[src/core/pdsc_pkg.sv]
// Package with the register map, field layout and mode encodings of the pattern detect slice.
package pdsc_pkg;

  // Register byte addresses.
  localparam logic [7:0] ADDR_CTRL = 8'h00;
  localparam logic [7:0] ADDR_PAT_LO = 8'h04;
  localparam logic [7:0] ADDR_PAT_HI = 8'h08;
  localparam logic [7:0] ADDR_MASK_LO = 8'h0c;
  localparam logic [7:0] ADDR_MASK_HI = 8'h10;
  localparam logic [7:0] ADDR_STATUS = 8'h14;
  localparam logic [7:0] ADDR_IRQ_CLR = 8'h18;
  localparam logic [7:0] ADDR_IRQ_EN = 8'h1c;
  localparam logic [7:0] ADDR_RES_LO = 8'h20;
  localparam logic [7:0] ADDR_RES_HI = 8'h24;

  // Control register field positions.
  localparam int CTRL_MULT_LSB = 0;
  localparam int CTRL_SPLIT_LSB = 2;
  localparam int CTRL_CLEAR_LSB = 4;
  localparam int CTRL_MSRC_LSB = 6;
  localparam int CTRL_PSRC_BIT = 8;
  localparam int CTRL_DETUSE_BIT = 9;
  localparam int CTRL_DEPTH_BIT = 10;
  localparam int CTRL_WIDTH = 11;

  // Status and interrupt bit positions.
  localparam int EVT_HIT_BIT = 0;
  localparam int EVT_LOSS_BIT = 1;
  localparam int EVT_WIDTH = 2;

  // Multiplier usage encodings.
  localparam logic [1:0] MULT_NONE = 2'h0;
  localparam logic [1:0] MULT_ON = 2'h1;
  localparam logic [1:0] MULT_DYN = 2'h2;

  // Adder lane split encodings.
  localparam logic [1:0] SINGLE_WIDE_ADDER = 2'h0;
  localparam logic [1:0] DUAL_HALF_ADDER = 2'h1;
  localparam logic [1:0] QUAD_QUARTER_ADDER = 2'h2;

  // Match auto clear encodings.
  localparam logic [1:0] CLEAR_NONE = 2'h0;
  localparam logic [1:0] CLEAR_HIT = 2'h1;
  localparam logic [1:0] CLEAR_LOSS = 2'h2;

  // Mask source encodings.
  localparam logic [1:0] MSRC_STATIC = 2'h0;
  localparam logic [1:0] MSRC_OPERAND = 2'h1;
  localparam logic [1:0] ROUND_MASK_SHIFT_ONE = 2'h2;
  localparam logic [1:0] ROUND_MASK_SHIFT_TWO = 2'h3;

  // Reset values.
  localparam logic [10:0] CTRL_RESET = 11'h401;
  localparam logic [47:0] PAT_RESET = 48'h0000_0000_0000;
  localparam logic [47:0] MASK_RESET = 48'h3fff_ffff_ffff;

endpackage

[src/core/pdsc_match.sv]
// Masked pattern comparator used by the slice on two result values.
module pdsc_match
  import pdsc_pkg::*;
#(
  parameter int WIDTH = 48
)
(
  // Value under test and selected pattern and mask.
  input wire logic [WIDTH-1:0] value_i,
  input wire logic [WIDTH-1:0] pattern_i,
  input wire logic [WIDTH-1:0] mask_i,
  // Match flag.
  output logic hit_o
);

  // Mask bits at one drop a position; all remaining positions must agree.
  assign hit_o = &((~(value_i ^ pattern_i)) | mask_i);

endmodule

[src/core/pdsc_slice.sv]
// Arithmetic slice with lane split adder, pattern detector, auto clear and register port.
//
// Design decisions made here: the register addresses and the strobed register port.
module pdsc_slice
  import pdsc_pkg::*;
(
  // Clock and reset.
  input wire logic mclk_i,
  input wire logic rst_n_i,
  // Register port.
  input wire logic [7:0] reg_addr_i,
  input wire logic [31:0] reg_wdata_i,
  input wire logic reg_wr_i,
  input wire logic reg_rd_i,
  output logic [31:0] reg_rdata_o,
  // Operands and per-cycle controls.
  input wire logic [29:0] op_a_i,
  input wire logic [17:0] op_b_i,
  input wire logic [47:0] op_c_i,
  input wire logic mult_sel_i,
  input wire logic accum_i,
  // Results.
  output logic [47:0] p_o,
  output logic match_o,
  output logic match_prev_o,
  output logic irq_o
);

  logic rst_meta_q;
  logic rst_sync_q;
  logic [CTRL_WIDTH-1:0] ctrl_q;
  logic [47:0] pat_q;
  logic [47:0] mask_q;
  logic [EVT_WIDTH-1:0] status_q;
  logic [EVT_WIDTH-1:0] irq_en_q;
  logic [47:0] p_q;
  logic [47:0] p_d;
  logic det_prev_q;
  logic [1:0] mult_use;
  logic [1:0] lane_split;
  logic [1:0] auto_clear;
  logic [1:0] mask_src;
  logic pat_src;
  logic detector_used;
  logic output_stage_depth;
  logic use_product;
  logic signed [42:0] product;
  logic [47:0] x_opnd;
  logic [47:0] y_opnd;
  logic [47:0] sum;
  logic [4:0] carry;
  logic [3:0] lane_cut;
  logic [47:0] pat_sel;
  logic [47:0] mask_sel;
  logic det_reg;
  logic det_next;
  logic clr_hit;
  logic clr_loss;
  logic [EVT_WIDTH-1:0] evt;
  logic [EVT_WIDTH-1:0] clr_bits;

  // Reset is asserted at once and released through two flip-flops.
  always_ff @(posedge mclk_i or negedge rst_n_i)
  begin
    if (!rst_n_i)
    begin
      rst_meta_q <= 1'b0;
      rst_sync_q <= 1'b0;
    end
    else
    begin
      rst_meta_q <= 1'b1;
      rst_sync_q <= rst_meta_q;
    end
  end

  // Control field extraction.
  assign mult_use = ctrl_q[CTRL_MULT_LSB +: 2];
  assign lane_split = ctrl_q[CTRL_SPLIT_LSB +: 2];
  assign auto_clear = ctrl_q[CTRL_CLEAR_LSB +: 2];
  assign mask_src = ctrl_q[CTRL_MSRC_LSB +: 2];
  assign pat_src = ctrl_q[CTRL_PSRC_BIT];
  // Only reported back to software; the datapath never looks at it.
  assign detector_used = ctrl_q[CTRL_DETUSE_BIT];
  assign output_stage_depth = ctrl_q[CTRL_DEPTH_BIT];

  // Configuration registers written by software.
  always_ff @(posedge mclk_i or negedge rst_sync_q)
  begin
    if (!rst_sync_q)
    begin
      ctrl_q <= CTRL_RESET;
      pat_q <= PAT_RESET;
      mask_q <= MASK_RESET;
      irq_en_q <= '0;
    end
    else if (reg_wr_i)
    begin
      case (reg_addr_i)
        ADDR_CTRL: ctrl_q <= reg_wdata_i[CTRL_WIDTH-1:0];
        ADDR_PAT_LO: pat_q[31:0] <= reg_wdata_i;
        ADDR_PAT_HI: pat_q[47:32] <= reg_wdata_i[15:0];
        ADDR_MASK_LO: mask_q[31:0] <= reg_wdata_i;
        ADDR_MASK_HI: mask_q[47:32] <= reg_wdata_i[15:0];
        ADDR_IRQ_EN: irq_en_q <= reg_wdata_i[EVT_WIDTH-1:0];
        default: ;
      endcase
    end
  end

  // Multiplier or bypass concatenation feeds the adder's first input.
  assign use_product = (mult_use == MULT_ON) || ((mult_use == MULT_DYN) && mult_sel_i);
  assign product = $signed(op_a_i[24:0]) * $signed(op_b_i);
  // With usage none the multiplier result is never selected.
  assign x_opnd = use_product ? {{5{product[42]}}, product} : {op_a_i, op_b_i};
  assign y_opnd = accum_i ? p_q : op_c_i;

  // Lane boundaries at bits 12 and 36 open only for four lanes, bit 24 for two or four.
  assign lane_cut[0] = 1'b1;
  assign lane_cut[1] = (lane_split == QUAD_QUARTER_ADDER);
  assign lane_cut[2] = (lane_split != SINGLE_WIDE_ADDER);
  assign lane_cut[3] = (lane_split == QUAD_QUARTER_ADDER);
  assign carry[0] = 1'b0;

  // Four 12-bit segments; a cut boundary drops the incoming carry.
  for (genvar k = 0; k < 4; k++)
  begin : g_lane
    logic cin;
    assign cin = lane_cut[k] ? 1'b0 : carry[k];
    assign {carry[k+1], sum[12*k +: 12]} = {1'b0, x_opnd[12*k +: 12]}
                                          + {1'b0, y_opnd[12*k +: 12]} + {12'h000, cin};
  end

  // Pattern and mask source selection.
  assign pat_sel = pat_src ? op_c_i : pat_q;
  always_comb
  begin
    case (mask_src)
      MSRC_STATIC: mask_sel = mask_q;
      MSRC_OPERAND: mask_sel = op_c_i;
      ROUND_MASK_SHIFT_ONE: mask_sel = {~op_c_i[46:0], 1'b0};
      ROUND_MASK_SHIFT_TWO: mask_sel = {~op_c_i[45:0], 2'b00};
      default: mask_sel = mask_q;
    endcase
  end

  // Detector on the output register and on the value about to be loaded.
  pdsc_match #(.WIDTH(48)) u_det_reg (
    .value_i(p_q),
    .pattern_i(pat_sel),
    .mask_i(mask_sel),
    .hit_o(det_reg)
  );

  pdsc_match #(.WIDTH(48)) u_det_next (
    .value_i(p_d),
    .pattern_i(pat_sel),
    .mask_i(mask_sel),
    .hit_o(det_next)
  );

  // Auto clear conditions judged on the current cycle's detector result.
  assign clr_hit = (auto_clear == CLEAR_HIT) && det_reg;
  assign clr_loss = (auto_clear == CLEAR_LOSS) && !det_reg && det_prev_q;
  assign p_d = (clr_hit || clr_loss) ? 48'h0000_0000_0000 : sum;

  // Output register, zeroed the cycle after an auto clear condition.
  always_ff @(posedge mclk_i or negedge rst_sync_q)
  begin
    if (!rst_sync_q)
    begin
      p_q <= '0;
      det_prev_q <= 1'b0;
    end
    else
    begin
      p_q <= p_d;
      det_prev_q <= det_reg;
    end
  end

  // Depth one adds a stage; depth zero shows the output register as it loads.
  always_ff @(posedge mclk_i or negedge rst_sync_q)
  begin
    if (!rst_sync_q)
    begin
      p_o <= '0;
      match_o <= 1'b0;
      match_prev_o <= 1'b0;
    end
    else if (output_stage_depth)
    begin
      p_o <= p_q;
      match_o <= det_reg;
      match_prev_o <= det_prev_q;
    end
    else
    begin
      p_o <= p_d;
      match_o <= det_next;
      match_prev_o <= det_reg;
    end
  end

  // Match gained and match lost events; a new event beats a clear in the same cycle.
  assign evt[EVT_HIT_BIT] = det_reg && !det_prev_q;
  assign evt[EVT_LOSS_BIT] = !det_reg && det_prev_q;
  assign clr_bits = (reg_wr_i && (reg_addr_i == ADDR_IRQ_CLR)) ?
                    reg_wdata_i[EVT_WIDTH-1:0] : '0;

  always_ff @(posedge mclk_i or negedge rst_sync_q)
  begin
    if (!rst_sync_q)
    begin
      status_q <= '0;
      irq_o <= 1'b0;
    end
    else
    begin
      status_q <= (status_q & ~clr_bits) | evt;
      irq_o <= |(((status_q & ~clr_bits) | evt) & irq_en_q);
    end
  end

  // Read data stand the cycle after the read strobe; unmapped reads give zero.
  always_ff @(posedge mclk_i or negedge rst_sync_q)
  begin
    if (!rst_sync_q)
    begin
      reg_rdata_o <= '0;
    end
    else if (reg_rd_i)
    begin
      case (reg_addr_i)
        ADDR_CTRL: reg_rdata_o <= {21'h0, ctrl_q};
        ADDR_PAT_LO: reg_rdata_o <= pat_q[31:0];
        ADDR_PAT_HI: reg_rdata_o <= {16'h0000, pat_q[47:32]};
        ADDR_MASK_LO: reg_rdata_o <= mask_q[31:0];
        ADDR_MASK_HI: reg_rdata_o <= {16'h0000, mask_q[47:32]};
        ADDR_STATUS: reg_rdata_o <= {30'h0, status_q};
        ADDR_IRQ_EN: reg_rdata_o <= {30'h0, irq_en_q};
        ADDR_RES_LO: reg_rdata_o <= p_q[31:0];
        ADDR_RES_HI: reg_rdata_o <= {15'h0000, det_reg, p_q[47:32]};
        default: reg_rdata_o <= '0;
      endcase
    end
    else
    begin
      reg_rdata_o <= '0;
    end
  end
endmodule

[config.mk]
export PLATFORM = sky130hd
export DESIGN_NAME = pdsc_slice
export DESIGN_NICKNAME = d
export VERILOG_FILES = /design/src/core/pdsc_pkg.sv /design/src/core/pdsc_match.sv /design/src/core/pdsc_slice.sv
export SDC_FILE = /design/constraint.sdc
export NUM_CORES = 2
export LEC_CHECK = 0
export ABC_AREA = 0
export ABC_CLOCK_PERIOD_IN_PS = 6800
export BUFFER_PORTS_ARGS = -buffer_cell sky130_fd_sc_hd__buf_2
export CORE_ASPECT_RATIO = 1.4
export CORE_MARGIN = 2
export CORE_UTILIZATION = 25
export DETAILED_ROUTE_END_ITERATION = 8
export SYNTH_ARGS = -nofsm -noshare
export SYNTH_HDL_FRONTEND = slang
export SYNTH_HIERARCHICAL = 1
export SYNTH_SLANG_ARGS = --single-unit
[constraint.sdc]
create_clock -name mclk_i -period 6.8 [get_ports mclk_i]
set_input_delay 1.36 -clock mclk_i [delete_from_list [all_inputs] [get_ports mclk_i]]
set_output_delay 1.36 -clock mclk_i [all_outputs]
set_load 0.01 [all_outputs]
* Word-level counts from Yosys, hierarchy flattened
Index checks and enable logic that the tools add are counted.
** Storage, ports and cells
- Bits in registers :: 245
- Bits of input ports :: 142
- Output and inout port bits :: 83
- Word-level logic and storage cells :: 90
** Cells by class
- Add/subtract/negate cells :: 7
- $mul :: 1
- Equality and inequality tests :: 17
- Multiplexer cells :: 14
- Bitwise operators :: 12
- Reduce and logical (&&, ||, !) cells :: 23
** Operators with widths (number)
- 32-bit one-hot mux with 9 select lines :: 1
- 48-bit 2-to-1 mux :: 5
- 48-bit one-hot mux with 4 select lines :: 1
- 48-bit inverter :: 2
- 48-bit OR :: 2
- 48-bit AND reduction :: 2
- 48-bit XOR :: 2
- 47-bit inverter :: 1
- 46-bit inverter :: 1
- 25-bit by 18-bit multiplier with 43-bit output :: 1
- 12-bit by 12-bit adder with 13-bit output :: 3
- 8-bit by 5-bit equality test with 1-bit output, second input constant :: 4
- 32-bit 2-to-1 mux :: 1
- 13-bit by 1-bit adder with 13-bit output :: 2
- 8-bit by 4-bit equality test with 1-bit output, second input constant :: 2
- 8-bit by 6-bit equality test with 1-bit output, second input constant :: 2
- 12-bit by 1-bit adder with 12-bit output :: 1
- 12-bit adder :: 1
- 2-bit AND reduction :: 6
- 2-bit equality test, second input constant :: 5
- 8-bit by 3-bit equality test with 1-bit output, second input constant :: 1
- 8-bit zero test :: 1
- 1-bit logical AND :: 7
- 2-bit by 1-bit equality test with 1-bit output, second input constant :: 3
- other kinds (10) :: 17

* Longest topological paths before layout
- Word-level depth :: 17
- Gate-level depth with buffers :: 63

* Cells and area by module
Netlist, hierarchy kept.
** By module, submodules not included
- pdsc_slice :: instances 1, cells an instance 3056, area each 29804.8 um^2, sequential area each 6190.9 um^2
- pdsc_match :: instances 2, cells an instance 81, area each 621.8 um^2, sequential area each 0.0 um^2

* Least setup slack after synthesis
Ideal clock, no wire load.
- Path kind :: input port to flip-flop
- Start point :: input port op_a_i[5]
- End point :: register match_o
- Library setup time :: 0.065 ns
- Data arrival time :: 14.136 ns
- Data required time :: 6.735 ns
- Path slack :: -7.400 ns
- Stages on the path :: 61
- Path through :: clkbuf_1 -> clkbuf_1 -> and2_1 -> fa_1 -> fa_1 -> ha_1 -> ha_1 -> ha_1 -> inv_1 -> fa_1 -> inv_1 -> ha_1 -> fa_1 -> a211o_1 -> o211ai_1 -> nand2_1 -> o21ai_0 -> ha_1 -> (+25 left out) -> o31ai_1 -> fa_1 -> fa_1 -> nor2b_1 -> o21ai_0 -> a21boi_0 -> o21ai_0 -> a21boi_0 -> o21ai_0 -> a21oi_1 -> nor3_1 -> nor3_1 -> xnor2_1 -> o22ai_1 -> nor4_1 -> nand2_1 -> nor2_1 -> mux2_2
** Between the ends
- Cells in the longest elaborated chain, start to end :: 15
** RTL lines
- from (decl) :: line pdsc_slice.sv:17 : input wire logic [29:0] op_a_i,
- 25-bit by 18-bit multiplier with 43-bit output :: line pdsc_slice.sv:113 : assign product = $signed(op_a_i[24:0]) * $signed(op_b_i);
- 48-bit 2-to-1 mux * :: line pdsc_slice.sv:115 : assign x_opnd = use_product ? {{5{product[42]}}, product} : {op_a_i, op_b_i};
- 12-bit by 12-bit adder with 13-bit output :: line pdsc_slice.sv:131 : + {1'b0, y_opnd[12*k +: 12]} + {12'h000, cin};
- 1-bit 2-to-1 mux :: line pdsc_slice.sv:129 : assign cin = lane_cut[k] ? 1'b0 : carry[k];
- 13-bit by 1-bit adder with 13-bit output :: line pdsc_slice.sv:131
- 1-bit 2-to-1 mux :: line pdsc_slice.sv:129
- 13-bit by 1-bit adder with 13-bit output :: line pdsc_slice.sv:131
- 1-bit 2-to-1 mux :: line pdsc_slice.sv:129
- 12-bit by 1-bit adder with 12-bit output * :: line pdsc_slice.sv:131
- 48-bit 2-to-1 mux * :: line pdsc_slice.sv:165 : assign p_d = (clr_hit || clr_loss) ? 48'h0000_0000_0000 : sum;
- net p_d[46] :: line pdsc_slice.sv:37 : logic [47:0] p_d;
- 48-bit XOR * :: line pdsc_match.sv:17 : assign hit_o = &((~(value_i ^ pattern_i)) | mask_i);
- 48-bit inverter * :: line pdsc_match.sv:17
- 48-bit OR * :: line pdsc_match.sv:17
- 48-bit AND reduction * :: line pdsc_match.sv:17
- net det_next :: line pdsc_slice.sv:56 : logic det_next;
- 1-bit 2-to-1 mux * :: line pdsc_slice.sv:191 : else if (output_stage_depth)
- to (signal assigned) :: line pdsc_slice.sv:194 : match_o <= det_reg;
- to (signal assigned) :: line pdsc_slice.sv:200 : match_o <= det_next;
- to (decl) :: line pdsc_slice.sv:24 : output logic match_o,
Mark *: on every way through the listed nets, which the timed path passes. The rest lies on a longest branch.
A chain may end at the register's enable or synchronous reset.

* Final worst setup path
- Start point :: input port op_b_i[2]
- End point :: register match_o
** Between the ends
- Cells in the longest elaborated chain, start to end :: 15
** RTL lines
- from (decl) :: line pdsc_slice.sv:18 : input wire logic [17:0] op_b_i,
- 25-bit by 18-bit multiplier with 43-bit output :: line pdsc_slice.sv:113
- 48-bit 2-to-1 mux * :: line pdsc_slice.sv:115
- 12-bit by 12-bit adder with 13-bit output :: line pdsc_slice.sv:131
- 1-bit 2-to-1 mux :: line pdsc_slice.sv:129
- 13-bit by 1-bit adder with 13-bit output :: line pdsc_slice.sv:131
- 1-bit 2-to-1 mux :: line pdsc_slice.sv:129
- 13-bit by 1-bit adder with 13-bit output :: line pdsc_slice.sv:131
- 1-bit 2-to-1 mux :: line pdsc_slice.sv:129
- 12-bit by 1-bit adder with 12-bit output * :: line pdsc_slice.sv:131
- 48-bit 2-to-1 mux * :: line pdsc_slice.sv:165
- net p_d[46] :: line pdsc_slice.sv:37
- 48-bit XOR * :: line pdsc_match.sv:17
- 48-bit inverter * :: line pdsc_match.sv:17
- 48-bit OR * :: line pdsc_match.sv:17
- 48-bit AND reduction * :: line pdsc_match.sv:17
- net det_next :: line pdsc_slice.sv:56
- 1-bit 2-to-1 mux * :: line pdsc_slice.sv:191
Marked as above.

==> flow_metrics.py <==
metrics = {
    "synthesis": {
        "synth_flop_cell": "dfrtp_1",
        "synthMuxAreaShare_pct": 10.1,
        "yosysUniqueCellTypes": 65,
        "synthTopCellsByArea": "fa_1 29%, dfrtp_1 16%, mux2_2 6.5%",
        "synth_xor_area_share_pct": 4.33,
        "synthArstFlopShare_pct": 100,
        "synth.top_cell.area_share_pct": 28.9,
        "yosysSeqAreaShare_pct": 19.9,
        "syn_nets": 3959,
        "yosys.area.top_type": "fa_1",
        "postSynthAreaPerCell_sq_um": 9.65,
        "yosys.area_share.simple_pct": 12.7,
        "syn-instance-count": 3218,
        "synth-adder-area-share_pct": 35.0,
        "synth_edf_count": 0,
        "synth_most_common_cell": "inv_1",
        "synth_top_family_by_area": "adder cells",
        "synth_common_cells": "527 x inv_1, 448 x fa_1, 431 x nand2_1, 197 x dfrtp_1, 178 x mux2_2",
        "ys_seq_elements": 245,
        "synth_compound_area_share_pct": 9.46,
        "yosys_warnings": 6,
        "syn-cell-area_sq_um": 31000,
    },
    "sta": {
        "final.setup.worst_slack_ps": -5400,
        "period_minus_slack_ps": 12200,
        "fin_skew_ps": 33.4,
        "rsz0062_at_grt": "true",
        "worst_pin_slew_ps": 1330,
        "finalSetupViolCount": 70,
        "slew_headroom_pct": 11.4,
        "drv_slew": 0,
        "max_freq_mhz": 81.9,
        "finalHoldViolations": 0,
        "period_share_pct": 179,
        "hold_slack_ps": 332,
    },
    "clock_tree": {
        "cts_tree": "built",
        "cts_sinks": 245,
        "cts_root_buf": "clkbuf_16",
        "holdBufCountCts": 0,
        "cts_max_level": 1,
        "cts_buffers": 23,
        "ctsLongestPathBuffers": 3,
        "clk_pin_slew_ps": 80,
        "clock_latency_ps": 580,
    },
    "run_status": {
        "violations": "setup timing",
        "status": "finished with violations",
    },
    "grt": {
        "first_global_vias": 28400,
        "grt-ovfl-total": 0,
        "antenna_found_initial": 23,
        "grt_start_max_net_pins": 137,
        "grt_pass1_wl_mm": 182,
        "grt_usage_pct": 19.3,
    },
    "worst_setup_path": {
        "max_stage_delay_ps": 550,
        "crit_required_ps": 7320,
        "cp-end-kind": "flop",
        "worstPathMaxFanout": 6,
        "worstSetupPathType": "input pin to flop",
        "startpoint_type": "input pin",
        "cp_slowest_cell": "fa_1",
        "cp_data_arrival_time_ps": 12730,
        "cp_common_cell": "o21ai_2",
    },
    "routing": {
        "drt-total-wl_mm": 124,
        "drtIter0Drc": 2315,
        "drtAntennaViolNets": 0,
        "wire_per_inst_um": 22.5,
        "dr.pass1.iters": 6,
        "num_vias": 26900,
        "drc": 0,
        "via_per_inst": 4.89,
    },
    "layout": {
        "nNetsFinal": 4594,
        "area_growth_syn_to_layout_pct": 28.4,
        "drive_gt1_share_pct": 33.1,
        "stdcell_area_sq_um": 39900,
        "fill_cells": 12900,
    },
    "placed_design": {
        "gp_congestion": 1.01,
        "hpwl_mm": 102,
        "placedInstanceArea_sq_um": 37800,
        "io_buffer_count": 224,
    },
    "floorplan": {
        "ios": 225,
        "start_util_pct": 25.1,
        "core_region_area_sq_um": 124000,
        "die_y_um": 421,
        "die-area_sq_um": 127000,
        "die_w_um": 302,
        "rows": 153,
    },
    "worst_hold_path": {
        "min_path_type": "flop to async pin",
    },
    "flow_run": {
        "drv_cap": 0,
    },
}
[per-layer routing]
metal	GRT usage (%)	up-vias	wire (um)
met5	0	-	72
li1	-	11700	-
met2	33.4	1221	61400
met1	23.2	13700	45900
met4	10.0	12	7210
met3	2.29	286	9180
[flip-flops by register name, indices dropped and copies added, names as in the netlist, 2 cells and up]
register / cells
p_o: 48
p_q: 48
mask_q: 48
irq_en_q: 2
reg_rdata_o: 32
ctrl_q: 11
pat_q: 48
status_q: 2
[worst max-delay path, delay by kind of cell]
family | cells | cell delay, ps
adder cells (fa/ha/maj) | 14 | 5290
AO/OA/AOI/OAI | 28 | 3750
AND/OR/NAND/NOR | 11 | 1600
XOR/XNOR | 2 | 360
buffers and inverters | 3 | 200
multiplexers | 1 | 140
[path summary, 6_finish.rpt]
check / startpoint / end / slack [ps] / cells past startpoint
max in group asynchronous: rst_sync_q / p_o[37] / 5130 / 1
min in group mclk_i: rst_meta_q / rst_sync_q / 370 / 0
max: op_b_i[2] / match_o / -5400 / 59
min: rst_sync_q / pat_q[29] / 330 / 0
min reg2reg: rst_sync_q / pat_q[29] / 330 / 0
max reg2reg: ctrl_q[0] / match_o / -3110 / 53
[metrics by stage]
stage	setup TNS [ps]	utilization [%]	setup slack [ps]	instances
2_1_floorplan	-193170	-	-5600	3218
3_3_place_gp	-246120	30.6	-6390	5427
3_5_place_dp	-253520	30.6	-6580	5427
4_1_cts	-194250	31.7	-5620	5488
5_1_grt	-214840	32.2	-6060	5502
6_report	-186170	32.2	-5400	5509
[cell type report]
class | count | area [sq um] | area share, %
Timing Repair Buffer | 780 | 5550 | 13.9
Multi-Input combinational cell | 2276 | 23300 | 58.4
Clock inverter | 14 | 180 | 0.452
Inverter | 527 | 1980 | 4.96
Tap cell | 1627 | 2040 | 5.10
Clock buffer | 28 | 624 | 1.57
Antenna cell | 12 | 30.0 | 0.0753
Sequential cell | 245 | 6200 | 15.5
[timing repair]
| action | 4_1_cts | 5_1_grt |
|---|---|---|
| gates resized for setup | 101 | 124 |
| buffers inserted | 28 | 16 |
| pin swaps | 41 | 33 |
| setup endpoints to repair | 72 | 73 |
[cell families (layout without fill, tap and decap cells)]
| logic type | count (synthesis) | count (layout) |
|---|---|---|
| AO/OA/AOI/OAI | 437 | 437 |
| XOR/XNOR | 152 | 152 |
| adder cells (fa/ha/maj) | 599 | 599 |
| buffers and inverters | 697 | 1349 |
| flip-flops | 245 | 245 |
| multiplexers | 234 | 234 |
| other | 1 | 13 |
| AND/OR/NAND/NOR | 853 | 853 |
[cell usage in the layout (no fill, tap or decap), types with 26 or more instances in the layout]
cell      count
buf_6        26
mux4_2       46
a22oi_1      41
buf_2       217
o21ai_0      74
nand2b_1     32
a21oi_1      50
dfrtp_1     193
nand2_1     426
buf_4       524
dfstp_2      48
inv_1       516
a222oi_1     26
o31ai_1      30
o22ai_1      49
fa_1        437
xnor2_1     122
and2_1      145
mux2_2      176
a21o_1       26
nor2_1       91
ha_1        136
Power is not shown: default switching activity piles up to over one toggle a cycle in this logic, so the estimate is an artifact.
